--- src/hw/tisc_pkg.sv ---
// constants and register map of the timer interrupt status and clear block
// What this block does
// - status bit 8 sets whenever software writes the timer enable bit.
// - status bit 8 clears once the new enable reached the timer clock domain.
// - status bit 7 reads 1 only while upper count is frozen and freeze enabled.
// - in free running mode with rollover enable, count extreme sets status bit 3.
// - rollover flag stays set until cleared through clear register, reads leave it.
// - compare C, B, A matches set status bits 2, 1, 0 when enabled.
// - compare flags clear as a side effect of reading the status register.
// - writing 1 to clear bit 3 clears rollover flag; 0 does nothing.
// - writing 1 to clear bits 2..0 clears compare C, B, A flags.
// - written clear bits return to 0 after crossing into timer clock domain.
// - status register holds all zeros after reset.
// - with an interrupt enable low, its compare or rollover event sets no status flag.
package tisc_pkg;
    localparam int          DATA_W          = 16;
    localparam int          ADDR_W          = 32;
    localparam logic [31:0] ADDR_CONTROL    = 32'h40000008;
    localparam logic [31:0] ADDR_ENABLE     = 32'h4000000C;
    localparam logic [31:0] ADDR_IRQ_ENABLE = 32'h40000028;
    localparam logic [31:0] ADDR_IRQ_STATUS = 32'h4000002C;
    localparam logic [31:0] ADDR_IRQ_CLEAR  = 32'h40000030;
    localparam int          BIT_EN_SYNC     = 8;
    localparam int          BIT_FREEZE      = 7;
    localparam int          BIT_ROLL        = 3;
    localparam int          BIT_CTRL_FREEZE = 3;
    localparam int          BIT_CTRL_FREE   = 4;
    localparam int          BIT_TIMER_EN    = 0;
    localparam logic [15:0] STATUS_RESET    = 16'h0000;
    localparam logic [15:0] CONTROL_RESET   = 16'h0010;
    localparam logic [3:0]  IEN_RESET       = 4'h0;
    // timer domain runs at 32 kHz; a crossing takes two of its periods
    localparam int          TMR_PERIOD_NS   = 31250;
    localparam int          SYNC_PERIODS    = 2;
    localparam int          CLK_PERIOD_NS   = 10;
    localparam int          CLR_SYNC_CYCLES = (SYNC_PERIODS * TMR_PERIOD_NS + CLK_PERIOD_NS - 1) / CLK_PERIOD_NS;
    localparam int          CNT_W           = 16;
endpackage

--- src/hw/tisc_sync.sv ---
// two flip-flop synchroniser for inputs from the timer clock domain
`timescale 1ns/1ps
module tisc_sync #(
    parameter int WIDTH = 1
) (
    input  wire logic             clk,
    input  wire logic             rst,
    input  wire logic             ce,
    input  wire logic [WIDTH-1:0] d,
    output logic      [WIDTH-1:0] q
);
    logic [WIDTH-1:0] meta;

    always_ff @(posedge clk or posedge rst) begin
        if (rst) begin
            meta <= '0;
            q    <= '0;
        end else if (ce) begin
            meta <= d;
            q    <= meta;
        end
    end
endmodule

--- src/hw/tisc_top.sv ---
// timer interrupt status, clear, enable and enable-sync logic
//
// Strobed register access is this design's own decision.
`timescale 1ns/1ps
module tisc_top #(
    parameter int CLR_SYNC_CYCLES = tisc_pkg::CLR_SYNC_CYCLES
) (
    input  wire logic        CLK,
    input  wire logic        RST,
    input  wire logic        CE,
    input  wire logic [31:0] ADDR,
    input  wire logic [15:0] WDATA,
    input  wire logic        WR,
    input  wire logic        RD,
    output logic      [15:0] RDATA,
    output logic             IRQ,
    output logic             TIMER_EN,
    output logic             FREEZE_EN,
    output logic             FREE_RUN,
    input  wire logic        TMR_EN_SEEN,
    input  wire logic        TMR_FROZEN,
    input  wire logic        TMR_COUNT_UP,
    input  wire logic        TMR_ALL_ONES,
    input  wire logic        TMR_ALL_ZEROS,
    input  wire logic [2:0]  TMR_MATCH
);
    logic [15:0] control;
    logic [3:0]  irq_enable;
    logic        en_pend;
    logic        frozen_flag;
    logic        roll_flag;
    logic [2:0]  cmp_flag;
    logic [3:0]  clr_pend;
    logic [15:0] clr_cnt;
    logic        en_seen_s;
    logic        frozen_s;
    logic        up_s;
    logic        ones_s;
    logic        zeros_s;
    logic [2:0]  match_s;
    logic        roll_cond_q;
    logic [2:0]  match_q;
    logic        roll_cond;
    logic        roll_evt;
    logic [2:0]  match_evt;
    logic        wr_ctrl;
    logic        wr_en;
    logic        wr_ien;
    logic        wr_clr;
    logic        rd_stat;
    logic        clr_fire;
    logic [15:0] status;
    logic [15:0] next_rdata;
    logic [15:0] clr_age;

    // all timer-side levels cross into this clock first
    tisc_sync #(.WIDTH(8)) u_sync (
        .clk (CLK),
        .rst (RST),
        .ce  (CE),
        .d   ({TMR_EN_SEEN, TMR_FROZEN, TMR_COUNT_UP, TMR_ALL_ONES, TMR_ALL_ZEROS, TMR_MATCH}),
        .q   ({en_seen_s, frozen_s, up_s, ones_s, zeros_s, match_s})
    );

    assign wr_ctrl  = WR && (ADDR == tisc_pkg::ADDR_CONTROL);
    assign wr_en    = WR && (ADDR == tisc_pkg::ADDR_ENABLE);
    assign wr_ien   = WR && (ADDR == tisc_pkg::ADDR_IRQ_ENABLE);
    assign wr_clr   = WR && (ADDR == tisc_pkg::ADDR_IRQ_CLEAR);
    assign rd_stat  = RD && (ADDR == tisc_pkg::ADDR_IRQ_STATUS);
    assign clr_fire = (clr_pend != 4'h0) && (clr_cnt == 16'h0000);

    assign roll_cond = control[tisc_pkg::BIT_CTRL_FREE] && (up_s ? ones_s : zeros_s);
    assign roll_evt  = roll_cond && !roll_cond_q && irq_enable[tisc_pkg::BIT_ROLL];
    assign match_evt = match_s & ~match_q & irq_enable[2:0];

    assign status = {7'h00, en_pend, frozen_flag, 3'h0, roll_flag, cmp_flag};

    always_ff @(posedge CLK or posedge RST) begin
        if (RST) begin
            roll_cond_q <= 1'b0;
            match_q     <= 3'h0;
        end else if (CE) begin
            roll_cond_q <= roll_cond;
            match_q     <= match_s;
        end
    end

    roll_free_a: assert property (@(posedge CLK) disable iff (RST)
        CE && !control[tisc_pkg::BIT_CTRL_FREE] && !roll_flag |=> !roll_flag)
        else $error("rollover flag set outside free running mode");
    roll_dir_a: assert property (@(posedge CLK) disable iff (RST)
        CE && !roll_flag && !(up_s ? ones_s : zeros_s) |=> !roll_flag)
        else $error("rollover flag set away from the count extreme");
    roll_gate_a: assert property (@(posedge CLK) disable iff (RST)
        CE && !irq_enable[tisc_pkg::BIT_ROLL] && !roll_flag |=> !roll_flag)
        else $error("disabled rollover set its flag");

    always_ff @(posedge CLK or posedge RST) begin
        if (RST) begin
            control    <= tisc_pkg::CONTROL_RESET;
            irq_enable <= tisc_pkg::IEN_RESET;
            TIMER_EN   <= 1'b0;
        end else if (CE) begin
            if (wr_ctrl) begin
                control <= WDATA;
            end
            if (wr_ien) begin
                irq_enable <= WDATA[3:0];
            end
            if (wr_en) begin
                TIMER_EN <= WDATA[tisc_pkg::BIT_TIMER_EN];
            end
        end
    end

    ien_write_a: assert property (@(posedge CLK) disable iff (RST)
        CE && wr_ien |=> irq_enable == $past(WDATA[3:0]))
        else $error("interrupt enable write lost");
    timer_en_a: assert property (@(posedge CLK) disable iff (RST)
        CE && wr_en |=> TIMER_EN == $past(WDATA[tisc_pkg::BIT_TIMER_EN]))
        else $error("timer enable write lost");
    // clock enable holds state
    ce_hold_a: assert property (@(posedge CLK) disable iff (RST)
        !CE |=> (control == $past(control)) && (irq_enable == $past(irq_enable)) && (status == $past(status))
            && (TIMER_EN == $past(TIMER_EN)) && (RDATA == $past(RDATA)))
        else $error("state moved while clock enable low");

    always_ff @(posedge CLK or posedge RST) begin
        if (RST) begin
            FREEZE_EN <= 1'b0;
            FREE_RUN  <= 1'b1;
        end else if (CE) begin
            FREEZE_EN <= control[tisc_pkg::BIT_CTRL_FREEZE];
            FREE_RUN  <= control[tisc_pkg::BIT_CTRL_FREE];
        end
    end

    // copies toward the timer side
    ctrl_copy_a: assert property (@(posedge CLK) disable iff (RST)
        CE |=> (FREEZE_EN == $past(control[tisc_pkg::BIT_CTRL_FREEZE]))
            && (FREE_RUN == $past(control[tisc_pkg::BIT_CTRL_FREE])))
        else $error("control copies out of step");

    // enable-change tracking; a write restarts the wait even with an equal value
    always_ff @(posedge CLK or posedge RST) begin
        if (RST) begin
            en_pend <= 1'b0;
        end else if (CE) begin
            if (wr_en) begin
                en_pend <= 1'b1;
            end else if (en_seen_s == TIMER_EN) begin
                en_pend <= 1'b0;
            end
        end
    end

    en_pend_hold_a: assert property (@(posedge CLK) disable iff (RST)
        CE && en_pend && !wr_en && (en_seen_s != TIMER_EN) |=> en_pend)
        else $error("enable sync pending cleared early");
    en_pend_quiet_a: assert property (@(posedge CLK) disable iff (RST)
        CE && !en_pend && !wr_en |=> !en_pend)
        else $error("enable sync pending set without a write");

    always_ff @(posedge CLK or posedge RST) begin
        if (RST) begin
            frozen_flag <= 1'b0;
        end else if (CE) begin
            frozen_flag <= frozen_s && control[tisc_pkg::BIT_CTRL_FREEZE];
        end
    end

    freeze_off_a: assert property (@(posedge CLK) disable iff (RST)
        CE && !frozen_s |=> !frozen_flag)
        else $error("freeze status without a frozen count");

    // clear requests wait for the timer-domain crossing time before acting
    always_ff @(posedge CLK or posedge RST) begin
        if (RST) begin
            clr_pend <= 4'h0;
            clr_cnt  <= 16'h0000;
        end else if (CE) begin
            if (wr_clr) begin
                clr_pend <= clr_pend | WDATA[3:0];
                clr_cnt  <= 16'(CLR_SYNC_CYCLES - 1);
            end else if (clr_fire) begin
                clr_pend <= 4'h0;
            end else if (clr_cnt != 16'h0000) begin
                clr_cnt <= clr_cnt - 16'h0001;
            end
        end
    end

    // age of an unserved clear request; bounds the crossing wait checked below
    always_ff @(posedge CLK or posedge RST) begin
        if (RST) begin
            clr_age <= 16'h0000;
        end else if (CE) begin
            if (wr_clr || (clr_pend == 4'h0)) begin
                clr_age <= 16'h0000;
            end else begin
                clr_age <= clr_age + 16'h0001;
            end
        end
    end

    clr_count_a: assert property (@(posedge CLK) disable iff (RST)
        CE && !wr_clr && (clr_cnt != 16'h0000) |=> clr_cnt == $past(clr_cnt) - 16'h0001)
        else $error("clear crossing count stalled");
    clr_load_a: assert property (@(posedge CLK) disable iff (RST)
        CE && wr_clr |=> (clr_cnt == 16'(CLR_SYNC_CYCLES - 1))
            && (clr_pend == ($past(clr_pend) | $past(WDATA[3:0]))))
        else $error("clear write not taken");
    clr_zero_a: assert property (@(posedge CLK) disable iff (RST)
        CE && wr_clr && (WDATA[3:0] == 4'h0) && (clr_pend == 4'h0) |=> clr_pend == 4'h0)
        else $error("zero clear write raised a request");
    clr_bound_a: assert property (@(posedge CLK) disable iff (RST)
        clr_pend != 4'h0 |-> clr_age < 16'(CLR_SYNC_CYCLES))
        else $error("clear request waited too long");

    // an event in the clearing cycle survives: set wins over clear
    always_ff @(posedge CLK or posedge RST) begin
        if (RST) begin
            roll_flag <= tisc_pkg::STATUS_RESET[tisc_pkg::BIT_ROLL];
            cmp_flag  <= tisc_pkg::STATUS_RESET[2:0];
        end else if (CE) begin
            if (roll_evt) begin
                roll_flag <= 1'b1;
            end else if (clr_fire && clr_pend[tisc_pkg::BIT_ROLL]) begin
                roll_flag <= 1'b0;
            end
            cmp_flag <= match_evt | (cmp_flag & ~(rd_stat ? 3'h7 : 3'h0) & ~(clr_fire ? clr_pend[2:0] : 3'h0));
        end
    end

    roll_clr_a: assert property (@(posedge CLK) disable iff (RST)
        CE && clr_fire && clr_pend[tisc_pkg::BIT_ROLL] && !roll_evt |=> !roll_flag)
        else $error("rollover clear ignored");
    roll_read_a: assert property (@(posedge CLK) disable iff (RST)
        CE && rd_stat && roll_flag && !clr_fire |=> roll_flag)
        else $error("status read cleared rollover");
    cmp_set_a: assert property (@(posedge CLK) disable iff (RST)
        CE |=> (cmp_flag & $past(match_evt)) == $past(match_evt))
        else $error("compare event lost");
    cmp_gate_a: assert property (@(posedge CLK) disable iff (RST)
        CE |=> (cmp_flag & ~$past(cmp_flag) & ~$past(irq_enable[2:0])) == 3'h0)
        else $error("disabled compare set its flag");
    cmp_hold_a: assert property (@(posedge CLK) disable iff (RST)
        CE && !rd_stat && !clr_fire |=> (cmp_flag & $past(cmp_flag)) == $past(cmp_flag))
        else $error("compare flag dropped without read or clear");

    always_comb begin
        next_rdata = 16'h0000;
        case (ADDR)
            tisc_pkg::ADDR_CONTROL:    next_rdata = control;
            tisc_pkg::ADDR_ENABLE:     next_rdata = {15'h0000, TIMER_EN};
            tisc_pkg::ADDR_IRQ_ENABLE: next_rdata = {12'h000, irq_enable};
            tisc_pkg::ADDR_IRQ_STATUS: next_rdata = status;
            default:                   next_rdata = 16'h0000;
        endcase
    end

    always_ff @(posedge CLK or posedge RST) begin
        if (RST) begin
            RDATA <= 16'h0000;
            IRQ   <= 1'b0;
        end else if (CE) begin
            RDATA <= RD ? next_rdata : 16'h0000;
            IRQ   <= |({roll_flag, cmp_flag} & irq_enable);
        end
    end

    // read data stand one cycle
    rdata_idle_a: assert property (@(posedge CLK) disable iff (RST)
        CE && !RD |=> RDATA == 16'h0000)
        else $error("read data outside read cycle");
    rdata_resv_a: assert property (@(posedge CLK) disable iff (RST)
        CE && rd_stat |=> (RDATA[15:9] == 7'h00) && (RDATA[6:4] == 3'h0))
        else $error("reserved status bits not zero");
    // interrupt enable register readback
    rdata_ien_a: assert property (@(posedge CLK) disable iff (RST)
        CE && RD && (ADDR == tisc_pkg::ADDR_IRQ_ENABLE) |=> RDATA == {12'h000, $past(irq_enable)})
        else $error("interrupt enable readback wrong");
    reset_out_a: assert property (@(posedge CLK) disable iff (RST)
        $past(RST) |-> (RDATA == 16'h0000) && !IRQ && !TIMER_EN && !FREEZE_EN && FREE_RUN)
        else $error("outputs not idle after reset");

    en_pend_set_a: assert property (@(posedge CLK) disable iff (RST)
        CE && wr_en |=> status[tisc_pkg::BIT_EN_SYNC])
        else $error("enable sync pending did not set");
    en_pend_clr_a: assert property (@(posedge CLK) disable iff (RST)
        CE && en_pend && !wr_en && (en_seen_s == TIMER_EN) |=> !en_pend)
        else $error("enable sync pending stuck");
    freeze_bit_a: assert property (@(posedge CLK) disable iff (RST)
        CE |=> frozen_flag == ($past(frozen_s) && $past(control[tisc_pkg::BIT_CTRL_FREEZE])))
        else $error("freeze status without freeze");
    roll_set_a: assert property (@(posedge CLK) disable iff (RST)
        CE && roll_cond && !roll_cond_q && irq_enable[3] |=> roll_flag)
        else $error("rollover flag missed");
    roll_hold_a: assert property (@(posedge CLK) disable iff (RST)
        CE && roll_flag && !(clr_fire && clr_pend[3]) |=> roll_flag)
        else $error("rollover flag lost");
    match_gate_a: assert property (@(posedge CLK) disable iff (RST)
        CE && !irq_enable[0] && !cmp_flag[0] |=> !cmp_flag[0])
        else $error("disabled compare set its flag");
    read_clr_a: assert property (@(posedge CLK) disable iff (RST)
        CE && rd_stat && (match_evt == 3'h0) |=> cmp_flag == 3'h0 ##0 RDATA == $past(status))
        else $error("status read did not clear compare flags");
    clr_apply_a: assert property (@(posedge CLK) disable iff (RST)
        CE && clr_fire && clr_pend[1] && !match_evt[1] |=> !cmp_flag[1])
        else $error("compare clear ignored");
    clr_self_a: assert property (@(posedge CLK) disable iff (RST)
        CE && clr_fire && !wr_clr |=> clr_pend == 4'h0)
        else $error("clear bits did not self clear");
    reset_zero_a: assert property (@(posedge CLK) disable iff (RST)
        $past(RST) |-> status == tisc_pkg::STATUS_RESET)
        else $error("status not zero after reset");
    irq_level_a: assert property (@(posedge CLK) disable iff (RST)
        CE |=> IRQ == |($past({roll_flag, cmp_flag}) & $past(irq_enable)))
        else $error("interrupt output wrong");
endmodule

--- config.mk ---
export PLATFORM = sky130hd
export DESIGN_NAME = tisc_top
export DESIGN_NICKNAME = d
export VERILOG_FILES = /design/src/hw/tisc_pkg.sv /design/src/hw/tisc_sync.sv /design/src/hw/tisc_top.sv
export SDC_FILE = /design/constraint.sdc
export NUM_CORES = 1
export LEC_CHECK = 0
export ABC_AREA = 0
export BUFFER_PORTS_ARGS = -buffer_cell sky130_fd_sc_hd__buf_2
export CORE_UTILIZATION = 50
export CTS_CLUSTER_DIAMETER = 40
export CTS_CLUSTER_SIZE = 20
export DETAILED_ROUTE_END_ITERATION = 10
export GPL_ROUTABILITY_DRIVEN = 0
export GPL_TIMING_DRIVEN = 0
export PLACE_DENSITY_LB_ADDON = 0.25
export SLEW_MARGIN = 20
export SYNTH_ARGS = -nofsm -noshare
export SYNTH_HDL_FRONTEND = slang
export SYNTH_SLANG_ARGS = --single-unit
--- constraint.sdc ---
create_clock -name CLK -period 2.4 [get_ports CLK]
set_clock_uncertainty 0.05 [all_clocks]
set_input_delay 0.24 -clock CLK [delete_from_list [all_inputs] [get_ports CLK]]
set_output_delay 0.24 -clock CLK [all_outputs]
set_load 0.03 [all_outputs]
# Word-level counts from Yosys, hierarchy flattened

Index checks and enable logic that the tools add are counted.

Logic and storage cells: 76
Flip-flop bits (word level): 86
Output and inout bits: 20

$add $sub $neg: 1
Bitwise operators: 10
Mux-type cells: 14
Reduce and logical (&&, ||, !) cells: 27
Eq/ne operators: 7

Operators with widths:

| kind                    | count |
|---|---|
| $eq A32 B31 Y1 const B  | 5 |
| $mux W16                | 4 |
| $pmux W16 S4            | 1 |
| $logic_not A16 Y1       | 1 |
| $reduce_bool A16 Y1     | 1 |
| $sub A16 B1 Y16 const B | 1 |
| $and A3 B3 Y3           | 4 |
| $reduce_and A2 Y1       | 6 |
| $logic_and A1 B1 Y1     | 11 |
| $not A3 Y3              | 3 |
| $mux W4                 | 2 |
| $reduce_bool A2 Y1      | 4 |
| $mux W3                 | 2 |
| $mux W1                 | 5 |
| $and A4 B4 Y4           | 1 |
| $or A4 B4 Y4            | 1 |
| $reduce_bool A4 Y1      | 1 |
| $reduce_or A4 Y1        | 1 |
| $or A3 B3 Y3            | 1 |
| $reduce_and A3 Y1       | 1 |
| $ne A2 B2 Y1 const B    | 1 |
| $eq A1 B1 Y1            | 1 |
| $logic_not A1 Y1        | 1 |

# Logic depth before layout (Yosys ltp)

Gate-level depths: netlist (run 1).

Depth after elaboration: 7
Gate-level depth with buffers: 8

# Modules after synthesis

A second synthesis (run 1) with hierarchy kept.

Cell total of the unflattened synthesis: 323
Area total of the unflattened synthesis: 3971.3 µm²

Modules (own cells, without submodules):

| module    | seq. area each (µm²) | area an instance (µm²) | instances | cells an instance |
|---|---|---|---|---|
| tisc_top  | 1754.2               | 3318.2                 | 1         | 288 |
| tisc_sync | 400.4                | 653.1                  | 1         | 35 |

# Least setup slack after synthesis (run 1)

No wires, ideal clock.

Path kind: flip-flop to flip-flop
Start point: register clr_cnt[4]
End point: register clr_cnt[13]
Library setup time: 0.121 ns
Slack: 0.425 ns
Stages on the path, launching flop included: 6
Arrival: 1.804 ns
Data required time: 2.229 ns
Cell sequence: dfrtp_1 -> or4_1 -> or2_1 -> nor4b_2 -> o21ai_0 -> a22o_1

Word-level cells in the longest chain between the ends: 4

RTL lines:

| element                                                     | line                            | source |
|---|---|---|
| start: declaration                                          | tisc_top.sv:34                  | `logic [15:0] clr_cnt;` |
| start signal: assignment                                    | tisc_top.sv:184                 | `clr_cnt <= 16'(CLR_SYNC_CYCLES - 1);` |
| start signal: assignment                                    | tisc_top.sv:188                 | `clr_cnt <= clr_cnt - 16'h0001;` |
| $sub A16 B1 Y16 / $logic_not A16 Y1 (equally long branches) | tisc_top.sv:188, tisc_top.sv:70 |  |
| $mux W16 / $logic_and A1 B1 Y1 (equally long branches)      | tisc_top.sv:187, tisc_top.sv:70 |  |
| $mux W16 / $ne A2 B2 Y1 (equally long branches)             | n/a                             |  |
| $mux W16 / $reduce_and A3 Y1 (equally long branches)        | n/a                             |  |

Parallel ways exist; a longest one is shown, timed or not. The select of a mux whose other input is x is not followed.
A chain may end at the register's enable or synchronous reset.

# Worst setup path after layout (run 1)

Start point: register clr_cnt[8]
End point: register clr_cnt[9]

Same word-level chain as after synthesis.

==> impl_metrics.json, run 1 <==
{
  "htree_num_levels": 3,
  "p_leak_nw": 2.30,
  "core_um2": 7770,
  "grt_pass1_vias": 3082,
  "cts_tree": "done",
  "first_pass_iters": 5,
  "fp-row-count": 32,
  "max-slew-margin-rel_pct": 53.1,
  "required_ps": 2600,
  "dieArea_um2": 8450,
  "setup_tns_ps": 0,
  "crit_path_end_kind": "flop",
  "cp_max_fo": 10,
  "grt_max_degree": 33,
  "cp-start-kind": "flop",
  "r2r-start": "clr_cnt[8]$_DFFE_PP0P_",
  "avgSynthCellArea_um2": 11.8,
  "max_freq_mhz": 442,
  "cpMaxStageDelayCell": "nor4_2",
  "startpoint": "clr_cnt[8]$_DFFE_PP0P_",
  "clk_latency_ps": 360,
  "final_cell_count_no_fill": 544,
  "worst_pin_slew_ps": 703,
  "portBuffers": 79,
  "grt_pass1_wl_um": 15300,
  "synthesis.nets": 407,
  "min_from": "WDATA[15]",
  "p_int_mw": 2.20,
  "yosysUniqueCellTypes": 54,
  "route.detailed.drc": 0,
  "chipWidth_um": 91.9,
  "nFillCells": 651,
  "synth_ff_type": "dfrtp_1",
  "grt.overflow.total": 0,
  "hold_class": "input pin to flop",
  "slowest_delay_ps": 520,
  "async_flop_share_pct": 100,
  "drt_iter0_markers": 208,
  "ys_warn_count": 0,
  "num_io_pins": 81,
  "setup_viol": 0,
  "mostFrequentLayoutCell": "buf_2",
  "synth_compound_area_share_pct": 12.3,
  "cts.repair.resized": 0,
  "clkSinkCount": 86,
  "status": "complete, no violations",
  "wl_per_cell_um": 17.0,
  "maxCapViolCount": 0,
  "synth_adder_area_share_pct": 0.619,
  "powerDensity_nw_per_um2": 624,
  "hold-path-cell-count": 2,
  "numCtsBuffers": 9,
  "drv_slew": 0,
  "rrSetupSlack_ps": 140,
  "worst_ep_arrival_time_ps": 2470,
  "worstHoldEndpoint": "control[15]$_DFFE_PP0P_",
  "area_growth_pct": 19.5,
  "start_util_pct": 52.0,
  "synthXorXnorAreaFrac_pct": 0.217,
  "reg2reg_to": "clr_cnt[9]$_DFFE_PP0P_",
  "path_clk_slew_ps": 100,
  "cpLargestDelayFamily": "simple AND/OR/NAND/NOR gates",
  "vdd_ir_drop_max_mv": 0.466,
  "antenna_left": 0,
  "comb_power_share_pct": 11.5,
  "worstPathCellList": "nor4_2, and4_1, buf_2, nor3_1, a32o_1",
  "synth_top_family_by_area": "simple AND/OR/NAND/NOR gates",
  "die_y_um": 91.9,
  "dpl.cell_count": 527,
  "vias": 3186,
  "r2r_cells": 5,
  "pwr-share-seq_pct": 53.8,
  "p_sw_mw": 0.817,
  "fin_nets": 500,
  "synth_edf_count": 0,
  "clk_path_buf_depth": 2,
  "yosysSeqAreaShare_pct": 53.3,
  "cp_num_buf_inv": 1,
  "grt_util_all_layers_pct": 23.5,
  "period_needed_ps": 2260,
  "crit_type": "flop to flop",
  "drive_above_1_share_pct": 37.8,
  "finalCritPeriodShare_pct": 94.3,
  "clock-root-buffer": "clkbuf_8",
  "yosys.area_share.simple_pct": 16.1,
  "synth.ff_latch_count": 86,
  "place_hpwl_um": 6690,
  "antenna_cells": 0,
  "layout_common_cells": "buf_2 (85), dfrtp_1 (84), mux2_2 (31)",
  "sw_frac_of_total_pct": 27.1,
  "synth.area.mux_share_pct": 14.1,
  "hold_viol": 0,
  "synthCells": 344,
  "routed_via_density": 5.86,
  "finalWirelength_um": 9270,
  "syn_area_um2": 4040,
  "p_clk_share_pct": 34.6,
  "antenna_found_initial": 0,
  "rsz0062_at_grt": "no"
}
==> flip-flops by register name, summed over array words and instances, names as in the netlist, 3 cells and up <==
register     flops
u_sync.q         8
clr_pend         4
cmp_flag         3
irq_enable       4
RDATA           16
clr_cnt         16
u_sync.meta      8
control         16
match_q          3
==> layer usage <==
layer	up-vias	routed length [um]	track usage [%]
met1	1587	4340	33.9
met5	-	0	0
met2	114	4310	36.1
met3	12	538	4.81
met4	0	88	6.51
li1	1473	-	-
==> cell families (layout without fill, tap and decap cells) <==
family / count (synthesis) / in the layout
AND/OR/NAND/NOR: 107 / 107
flip-flops: 86 / 86
multiplexers: 47 / 47
AO/OA/AOI/OAI: 70 / 70
XOR/XNOR: 1 / 1
adder cells (fa/ha/maj): 2 / 2
buffers and inverters: 31 / 129
==> per-stage QoR <==
| step | hold WS [ps] | power (mW) | utilization (%) | area [um^2] | setup WS (ps) |
|---|---|---|---|---|---|
| 6_report | 47.9 | 3.02 | 62.2 | 4830 | 137 |
| 5_1_grt | 41.9 | 3.17 | 62.2 | 4830 | 6.31 |
| 4_1_cts | 42.7 | 3.04 | 62.2 | 4830 | 170 |
| 3_5_place_dp | 339 | 2.00 | 59.4 | 4620 | 47.1 |
| 3_3_place_gp | 396 | 1.97 | 58.8 | 4570 | 172 |
| 2_1_floorplan | 338 | 1.85 | - | 4050 | 425 |
==> what timing repair did <==
action / CTS / global route
buffers inserted: 0 / 0
hold buffers: 1 / 0
hold endpoints to repair: 29 / 0
==> power groups by stage <==
| stage | clock network, mW | registers (mW) | logic (mW) |
|---|---|---|---|
| floorplan | 0 | 1.63 | 0.222 |
| global placement | 0 | 1.65 | 0.324 |
| detailed placement | 0 | 1.65 | 0.348 |
| CTS | 1.07 | 1.62 | 0.349 |
| global route | 1.13 | 1.64 | 0.391 |
| finish | 1.05 | 1.62 | 0.348 |
==> worst max path at each step <==
| stage | to | slack (ps) | depth (start not counted) |
|---|---|---|---|
| 2_1_floorplan | clr_cnt[13]$_DFFE_PP0P_ | 430 | 5 |
| 3_3_place_gp | control[5]$_DFFE_PP0P_ | 170 | 7 |
| 3_5_place_dp | clr_cnt[13]$_DFFE_PP0P_ | 50 | 7 |
| 4_1_cts | clr_cnt[9]$_DFFE_PP0P_ | 170 | 5 |
| 5_1_grt | clr_cnt[9]$_DFFE_PP0P_ | 6 | 5 |
| 6_report | clr_cnt[9]$_DFFE_PP0P_ | 140 | 5 |
==> worst register-to-register path, cell delays in order (launching register included) <==
cell     delay (ps)
dfrtp_1         450
nor4_2          530
and4_1          400
buf_2           280
nor3_1          160
a32o_1          300
==> layout make-up <==
| type | instances | area [um^2] | area share (%) |
|---|---|---|---|
| buffer | 17 | 80.1 | 1.66 |
| clock buffer | 9 | 124 | 2.56 |
| clock inverter | 7 | 81.3 | 1.68 |
| inverter | 14 | 56.3 | 1.17 |
| multi-input combinational | 227 | 1760 | 36.3 |
| sequential | 86 | 2150 | 44.6 |
| tap | 102 | 128 | 2.64 |
| timing repair buffer | 82 | 453 | 9.37 |
==> synthesized netlist by cell type (5+ instances only) <==
cell,instances,area (um^2)
buf_2,6,30.0
clkbuf_1,7,26.3
nor4_1,10,62.6
inv_1,14,52.6
nor3_1,7,35.0
o2bb2ai_1,7,61.3
a21oi_1,14,70.1
nor2_1,18,67.6
nand3_1,11,55.1
mux2_2,31,349
a31o_2,10,87.6
o21ai_0,12,60.1
nand2_1,19,71.3
mux2_4,10,150
mux2i_1,5,50.1
a22o_1,6,52.6
nor2b_1,12,75.1
dfrtp_1,84,2100
No activity file was read; power rests on OpenSTA's default activity.
==> inputs of run 2 (changes only) <==
--- a/config.mk
+++ b/config.mk
@@ -7,14 +7,13 @@
 export LEC_CHECK = 0
 export ABC_AREA = 0
 export BUFFER_PORTS_ARGS = -buffer_cell sky130_fd_sc_hd__buf_2
-export CORE_UTILIZATION = 50
+export CORE_UTILIZATION = 59
 export CTS_CLUSTER_DIAMETER = 40
 export CTS_CLUSTER_SIZE = 20
 export DETAILED_ROUTE_END_ITERATION = 10
 export GPL_ROUTABILITY_DRIVEN = 0
 export GPL_TIMING_DRIVEN = 0
 export PLACE_DENSITY_LB_ADDON = 0.25
-export SLEW_MARGIN = 20
 export SYNTH_ARGS = -nofsm -noshare
 export SYNTH_HDL_FRONTEND = slang
 export SYNTH_SLANG_ARGS = --single-unit
==> constraint.sdc (replaced) <==
create_clock -name CLK -period 2.8 [get_ports CLK]
set_clock_uncertainty 0.05 [all_clocks]
set_input_delay 0.28 -clock CLK [delete_from_list [all_inputs] [get_ports CLK]]
set_output_delay 0.28 -clock CLK [all_outputs]
set_load 0.03 [all_outputs]
==> impl_metrics.json, run 2 (same netlist as run 1, synthesis figures left out) <==
{
  "vias": 3187,
  "routed_via_density": 6.15,
  "first_pass_iters": 8,
  "nFillCells": 473,
  "grt_pass1_vias": 3185,
  "p_sw_mw": 0.656,
  "hold_viol": 0,
  "finalWirelength_um": 9010,
  "worst_pin_slew_ps": 714,
  "cts_tree": "done",
  "path_clk_slew_ps": 80,
  "grt.overflow.total": 0,
  "worst_ep_arrival_time_ps": 2480,
  "clk_path_buf_depth": 2,
  "p_leak_nw": 2.30,
  "hold_class": "input pin to flop",
  "startpoint": "clr_cnt[8]$_DFFE_PP0P_",
  "met3_length_um": 495,
  "min_from": "TMR_COUNT_UP",
  "area_growth_pct": 18.1,
  "powerDensity_nw_per_um2": 535,
  "worstPathCellList": "nor4_2, and4_1, buf_2, nor3_1, a32o_1",
  "clk_latency_ps": 350,
  "utilization_pct": 73.5,
  "comb_power_share_pct": 11.4,
  "dieArea_um2": 7190,
  "top_layer_used": "met4",
  "fin_hold_ws_ps": 105,
  "cts_setup_buffers": 0,
  "maxCapViolCount": 0,
  "crit_path_end_kind": "flop",
  "drive_above_1_share_pct": 37.4,
  "p_int_mw": 1.90,
  "place_hpwl_um": 6480,
  "portBuffers": 79,
  "route.detailed.drc": 8,
  "htree_num_levels": 3,
  "start_util_pct": 62.2,
  "status": "finished with violations",
  "sw_frac_of_total_pct": 25.7,
  "drt_iter0_markers": 282,
  "cp_max_fo": 10,
  "chipWidth_um": 84.8,
  "clock-root-buffer": "clkbuf_8",
  "grt_max_degree": 60,
  "drv_slew": 0,
  "wl_met2_um": 4370,
  "cp-start-kind": "flop",
  "wl_per_cell_um": 17.4,
  "fin_ws_ps": 513,
  "cpMaxStageDelayCell": "nor4_2",
  "violations": "DRC",
  "r2r-start": "clr_cnt[8]$_DFFE_PP0P_",
  "core_um2": 6490,
  "antenna_cells": 0,
  "fp-row-count": 29,
  "finalCritPeriodShare_pct": 81.7,
  "rrSetupSlack_ps": 510,
  "cp_num_buf_inv": 1,
  "num_io_pins": 81,
  "layout_common_cells": "buf_2 (85), dfrtp_1 (84), mux2_2 (31)",
  "rsz0062_at_grt": "no",
  "period_needed_ps": 2290,
  "pwr-share-seq_pct": 54.5,
  "grt_pass1_wl_um": 15300,
  "numCtsBuffers": 9,
  "mostFrequentLayoutCell": "buf_2",
  "clkSinkCount": 86,
  "max-slew-margin-rel_pct": 52.4,
  "antenna_found_initial": 0,
  "slowest_delay_ps": 570,
  "grt_util_all_layers_pct": 27.8,
  "fin_nets": 499,
  "crit_type": "flop to flop",
  "die_y_um": 84.8,
  "antenna_left": 0,
  "required_ps": 2990,
  "setup_viol": 0,
  "wl_met1_um": 3950,
  "dp_slack_ps": 512,
  "cpLargestDelayFamily": "simple AND/OR/NAND/NOR gates",
  "p_clk_share_pct": 34.1,
  "top_regs": "RDATA (16), clr_cnt (16), control (16)",
  "vdd_ir_drop_max_mv": 0.391,
  "max_freq_mhz": 437
}
-- run 2: cell count changes in the layout (fill, tap and decap cells not counted), sizes merged --
| cell | previous run | this run |
|---|---|---|
| clkinvlp | 1 | 0 |
| clkinv | 4 | 3 |
| buf | 90 | 89 |
| clkbuf | 17 | 19 |
-- run 2: power groups by stage --
stage          clock network (mW)  logic [mW]  registers, mW
2_1_floorplan                   0       0.190           1.40
3_5_place_dp                    0       0.290           1.41
3_3_place_gp                    0       0.273           1.41
4_1_cts                     0.888       0.292           1.39
5_1_grt                     0.937       0.325           1.41
6_report                    0.870       0.291           1.39
-- run 2: through the flow --
stage	std cells	TNS (ps)	power [mW]	cell area, um^2
6_report	518	0	2.55	4770
5_1_grt	518	0	2.67	4770
4_1_cts	518	0	2.57	4770
3_5_place_dp	501	0	1.70	4560
3_3_place_gp	500	-53170	1.68	4530
2_1_floorplan	344	0	1.59	4040
-- run 2: timing repair --
item / CTS / global route
hold endpoints to repair: 27 / 0
hold buffers: 1 / 0
resized for setup: 0 / 0
-- run 2: worst paths after layout --
| path | to | cells past startpoint |
|---|---|---|
| setup / recovery | clr_cnt[9]$_DFFE_PP0P_ | 5 |
| hold / removal | u_sync.meta[5]$_DFFE_PP0P_ | 2 |
| setup reg to reg | clr_cnt[9]$_DFFE_PP0P_ | 5 |
| hold reg to reg | roll_flag$_DFFE_PP0P_ | 1 |
| max in group asynchronous | FREE_RUN$_DFFE_PP1P_ | 4 |
| min in group asynchronous | u_sync.meta[2]$_DFFE_PP0P_ | 3 |
-- run 2: area by class of cell --
class / instances / area, um^2 / area share (%)
multi-input cells: 227 / 1760 / 36.8
clock inverters: 5 / 57.6 / 1.21
repair buffers: 81 / 433 / 9.07
flip-flops and latches: 86 / 2150 / 45.1
inverters: 14 / 55.1 / 1.15
plain buffers: 17 / 80.1 / 1.68
well taps: 77 / 96.3 / 2.02
clock buffers: 11 / 141 / 2.96
-- run 2: per-layer routing --
metal | global-route usage (%) | vias up
li1 | - | 1468
met1 | 37.3 | 1565
met2 | 45.7 | 134
met3 | 4.92 | 20
met4 | 10.3 | 0
met5 | 0 | -
==> inputs of run 3 (changes only) <==
--- a/config.mk
+++ b/config.mk
@@ -5,9 +5,9 @@
 export SDC_FILE = /design/constraint.sdc
 export NUM_CORES = 1
 export LEC_CHECK = 0
-export ABC_AREA = 0
+export ABC_AREA = 1
 export BUFFER_PORTS_ARGS = -buffer_cell sky130_fd_sc_hd__buf_2
-export CORE_UTILIZATION = 59
+export CORE_UTILIZATION = 56
 export CTS_CLUSTER_DIAMETER = 40
 export CTS_CLUSTER_SIZE = 20
 export DETAILED_ROUTE_END_ITERATION = 10
==> constraint.sdc (replaced) <==
create_clock -name CLK -period 2.3 [get_ports CLK]
set_clock_uncertainty 0.05 [all_clocks]
set_input_delay 0.23 -clock CLK [delete_from_list [all_inputs] [get_ports CLK]]
set_output_delay 0.23 -clock CLK [all_outputs]
set_load 0.03 [all_outputs]
==> impl_metrics.json, run 3 <==
{
  "rrSetupSlack_ps": 470,
  "vdd_ir_drop_max_mv": 0.503,
  "worst_pin_slew_ps": 590,
  "period_needed_ps": 1830,
  "min_from": "TMR_ALL_ZEROS",
  "ys_warn_count": 0,
  "grt.overflow.total": 0,
  "cp_num_buf_inv": 4,
  "worst_ep_arrival_time_ps": 2060,
  "reg2reg_to": "clr_cnt[0]$_DFFE_PP0P_",
  "portBuffers": 79,
  "num_io_pins": 81,
  "synthesis.nets": 644,
  "clk_latency_ps": 360,
  "required_ps": 2540,
  "grt_pass1_wl_um": 17800,
  "avgSynthCellArea_um2": 7.51,
  "yosysMostFrequentCell": "nand2_1",
  "synth_commonest_cells": "nand2_1 (206), dfrtp_1 (84), nor2_1 (56)",
  "start_util_pct": 58.9,
  "synth_edf_count": 0,
  "rsz0062_at_grt": "no",
  "finalWirelength_um": 10200,
  "chipWidth_um": 90.3,
  "drt_iter0_markers": 277,
  "cp-start-kind": "flop",
  "status": "complete, no violations",
  "antenna_cells": 0,
  "numCtsBuffers": 9,
  "setup_tns_ps": 0,
  "grt_pass1_vias": 3912,
  "worstPathCellList": "inv_1, ha_1, nand3_1, nor2_1, nand2_1, clkinv_1, nand2_4, nand2_2, buf_6, buf_6, nand2_1, o21ai_1",
  "drive_above_1_share_pct": 19.0,
  "maxCapViolCount": 0,
  "cts_setup_buffers": 0,
  "yosysSeqAreaShare_pct": 49.4,
  "first_pass_iters": 5,
  "die_y_um": 90.3,
  "grt_util_all_layers_pct": 27.3,
  "synth_ff_type": "dfrtp_1",
  "dieArea_um2": 8150,
  "route.detailed.drc": 0,
  "max-slew-margin-rel_pct": 60.6,
  "fin_ws_ps": 475,
  "syn_area_um2": 4360,
  "clkSinkCount": 86,
  "hold_viol": 0,
  "max_freq_mhz": 548,
  "top_regs": "RDATA (16), clr_cnt (16), control (16)",
  "wl_per_cell_um": 13.2,
  "yosysUniqueCellTypes": 35,
  "finalCritPeriodShare_pct": 79.4,
  "fin_hold_ws_ps": 7.75,
  "clock-root-buffer": "clkbuf_8",
  "antenna_left": 0,
  "routed_via_density": 5.15,
  "p_leak_nw": 2.71,
  "setup_viol": 0,
  "postPlaceCellArea_um2": 4930,
  "dp_slack_ps": 497,
  "fin_area_um2": 5110,
  "slowest_delay_ps": 380,
  "fin_nets": 737,
  "async_flop_share_pct": 100,
  "synthCells": 581,
  "vias": 4006,
  "cpMaxStageDelayCell": "dfrtp_1",
  "fp-row-count": 31,
  "area_growth_pct": 17.1,
  "finalPower_mw": 3.73,
  "core_um2": 7410,
  "cts_tree": "done",
  "mostFrequentLayoutCell": "nand2_1",
  "yosysTopAreaCellShare_pct": 48.2,
  "htree_num_levels": 3,
  "layout_common_cells": "nand2_1 (206), dfrtp_1 (84), buf_2 (83)",
  "cpLargestDelayFamily": "buffers and inverters",
  "clk_path_buf_depth": 2,
  "place_hpwl_um": 7620,
  "worstHoldEndpoint": "u_sync.meta[3]$_DFFE_PP0P_",
  "powerDensity_nw_per_um2": 731,
  "hold-path-cell-count": 3,
  "r2r-start": "clr_cnt[0]$_DFFE_PP0P_",
  "yosysTopAreaCell": "dfrtp_1",
  "netlist_top_cells_area": "dfrtp_1 (48%), nand2_1 (18%), o21ai_0 (6.3%), nand3_1 (5.7%), nor2_1 (4.8%)",
  "drv_slew": 0,
  "antenna_found_initial": 0,
  "grt_max_degree": 38,
  "r2r_cells": 12,
  "crit_path_end_kind": "flop",
  "path_clk_slew_ps": 90,
  "cp_max_fo": 10,
  "synth.ff_latch_count": 86,
  "crit_type": "flop to flop",
  "hold_class": "input pin to flop"
}
[run 3: how the worst max path moves through the flow]
| stage | startpoint | to | cells past startpoint |
|---|---|---|---|
| 3_5_place_dp | ADDR[11] | control[5]$_DFFE_PP0P_ | 8 |
| 3_3_place_gp | RST | RDATA[6]$_DFFE_PP0P_ | 2 |
| 2_1_floorplan | clr_cnt[0]$_DFFE_PP0P_ | clr_cnt[1]$_DFFE_PP0P_ | 12 |
| 6_report | clr_cnt[0]$_DFFE_PP0P_ | clr_cnt[0]$_DFFE_PP0P_ | 12 |
| 5_1_grt | clr_cnt[0]$_DFFE_PP0P_ | clr_pend[0]$_DFFE_PP0P_ | 12 |
| 4_1_cts | clr_cnt[0]$_DFFE_PP0P_ | clr_cnt[0]$_DFFE_PP0P_ | 12 |
[run 3: cell families (layout without fill, tap and decap cells)]
logic type                 Yosys count  count (layout)  share of synthesized area, %
and+or+nand+nor                    336             336                          32.4
DFF                                 86              86                          49.4
buffers and inverters               79             177                          7.43
AOI/OAI and AO/OA                   71              71                          8.86
xor gates and xnor gates             7               7                          1.40
adders and majority gates            2               2                         0.573
[run 3: per-stage QoR]
step | cells | utilization (%)
floorplan | 581 | -
global placement | 759 | 66.0
detailed placement | 761 | 66.5
CTS | 778 | 69.0
global route | 778 | 69.0
finish | 778 | 69.0
[run 3: worst reg2reg max path: cells and delay by family, from the launching register on]
family / cells / cell delay, ps
buffers and inverters: 4 / 560
AND/OR/NAND/NOR: 6 / 480
flip-flops: 1 / 380
adder cells (fa/ha/maj): 1 / 210
AO/OA/AOI/OAI: 1 / 80
[run 3: repair_timing]
action / CTS / global route
endpoints found under the hold margin: 16 / 0
hold buffers: 1 / 0
gates resized for setup: 0 / 0
[run 3: cell type report]
cell class | instances | area, um^2
plain buffers | 19 | 98.8
clock buffers | 10 | 128
clock inverters | 6 | 46.3
fillers | 636 | 2300
inverters | 60 | 229
multi-input cells | 416 | 1890
flip-flops and latches | 86 | 2150
well taps | 99 | 124
repair buffers | 82 | 445
[run 3: report_power, final]
part | internal (mW) | leakage (nW) | switching, mW
logic | 0.366 | 1.48 | 0.569
clock network | 0.400 | 0.0833 | 0.576
registers | 1.67 | 1.14 | 0.155
total | 2.44 | 2.71 | 1.30
[run 3: layer usage]
metal	wire [um]	GRT usage, %	part of all wire [%]	up-vias
li1	-	-	-	2011
met1	4350	34.0	43	1881
met2	5250	47.3	51	99
met3	448	5.05	4.4	15
met4	188	10.6	1.8	0
met5	0	0	0	-
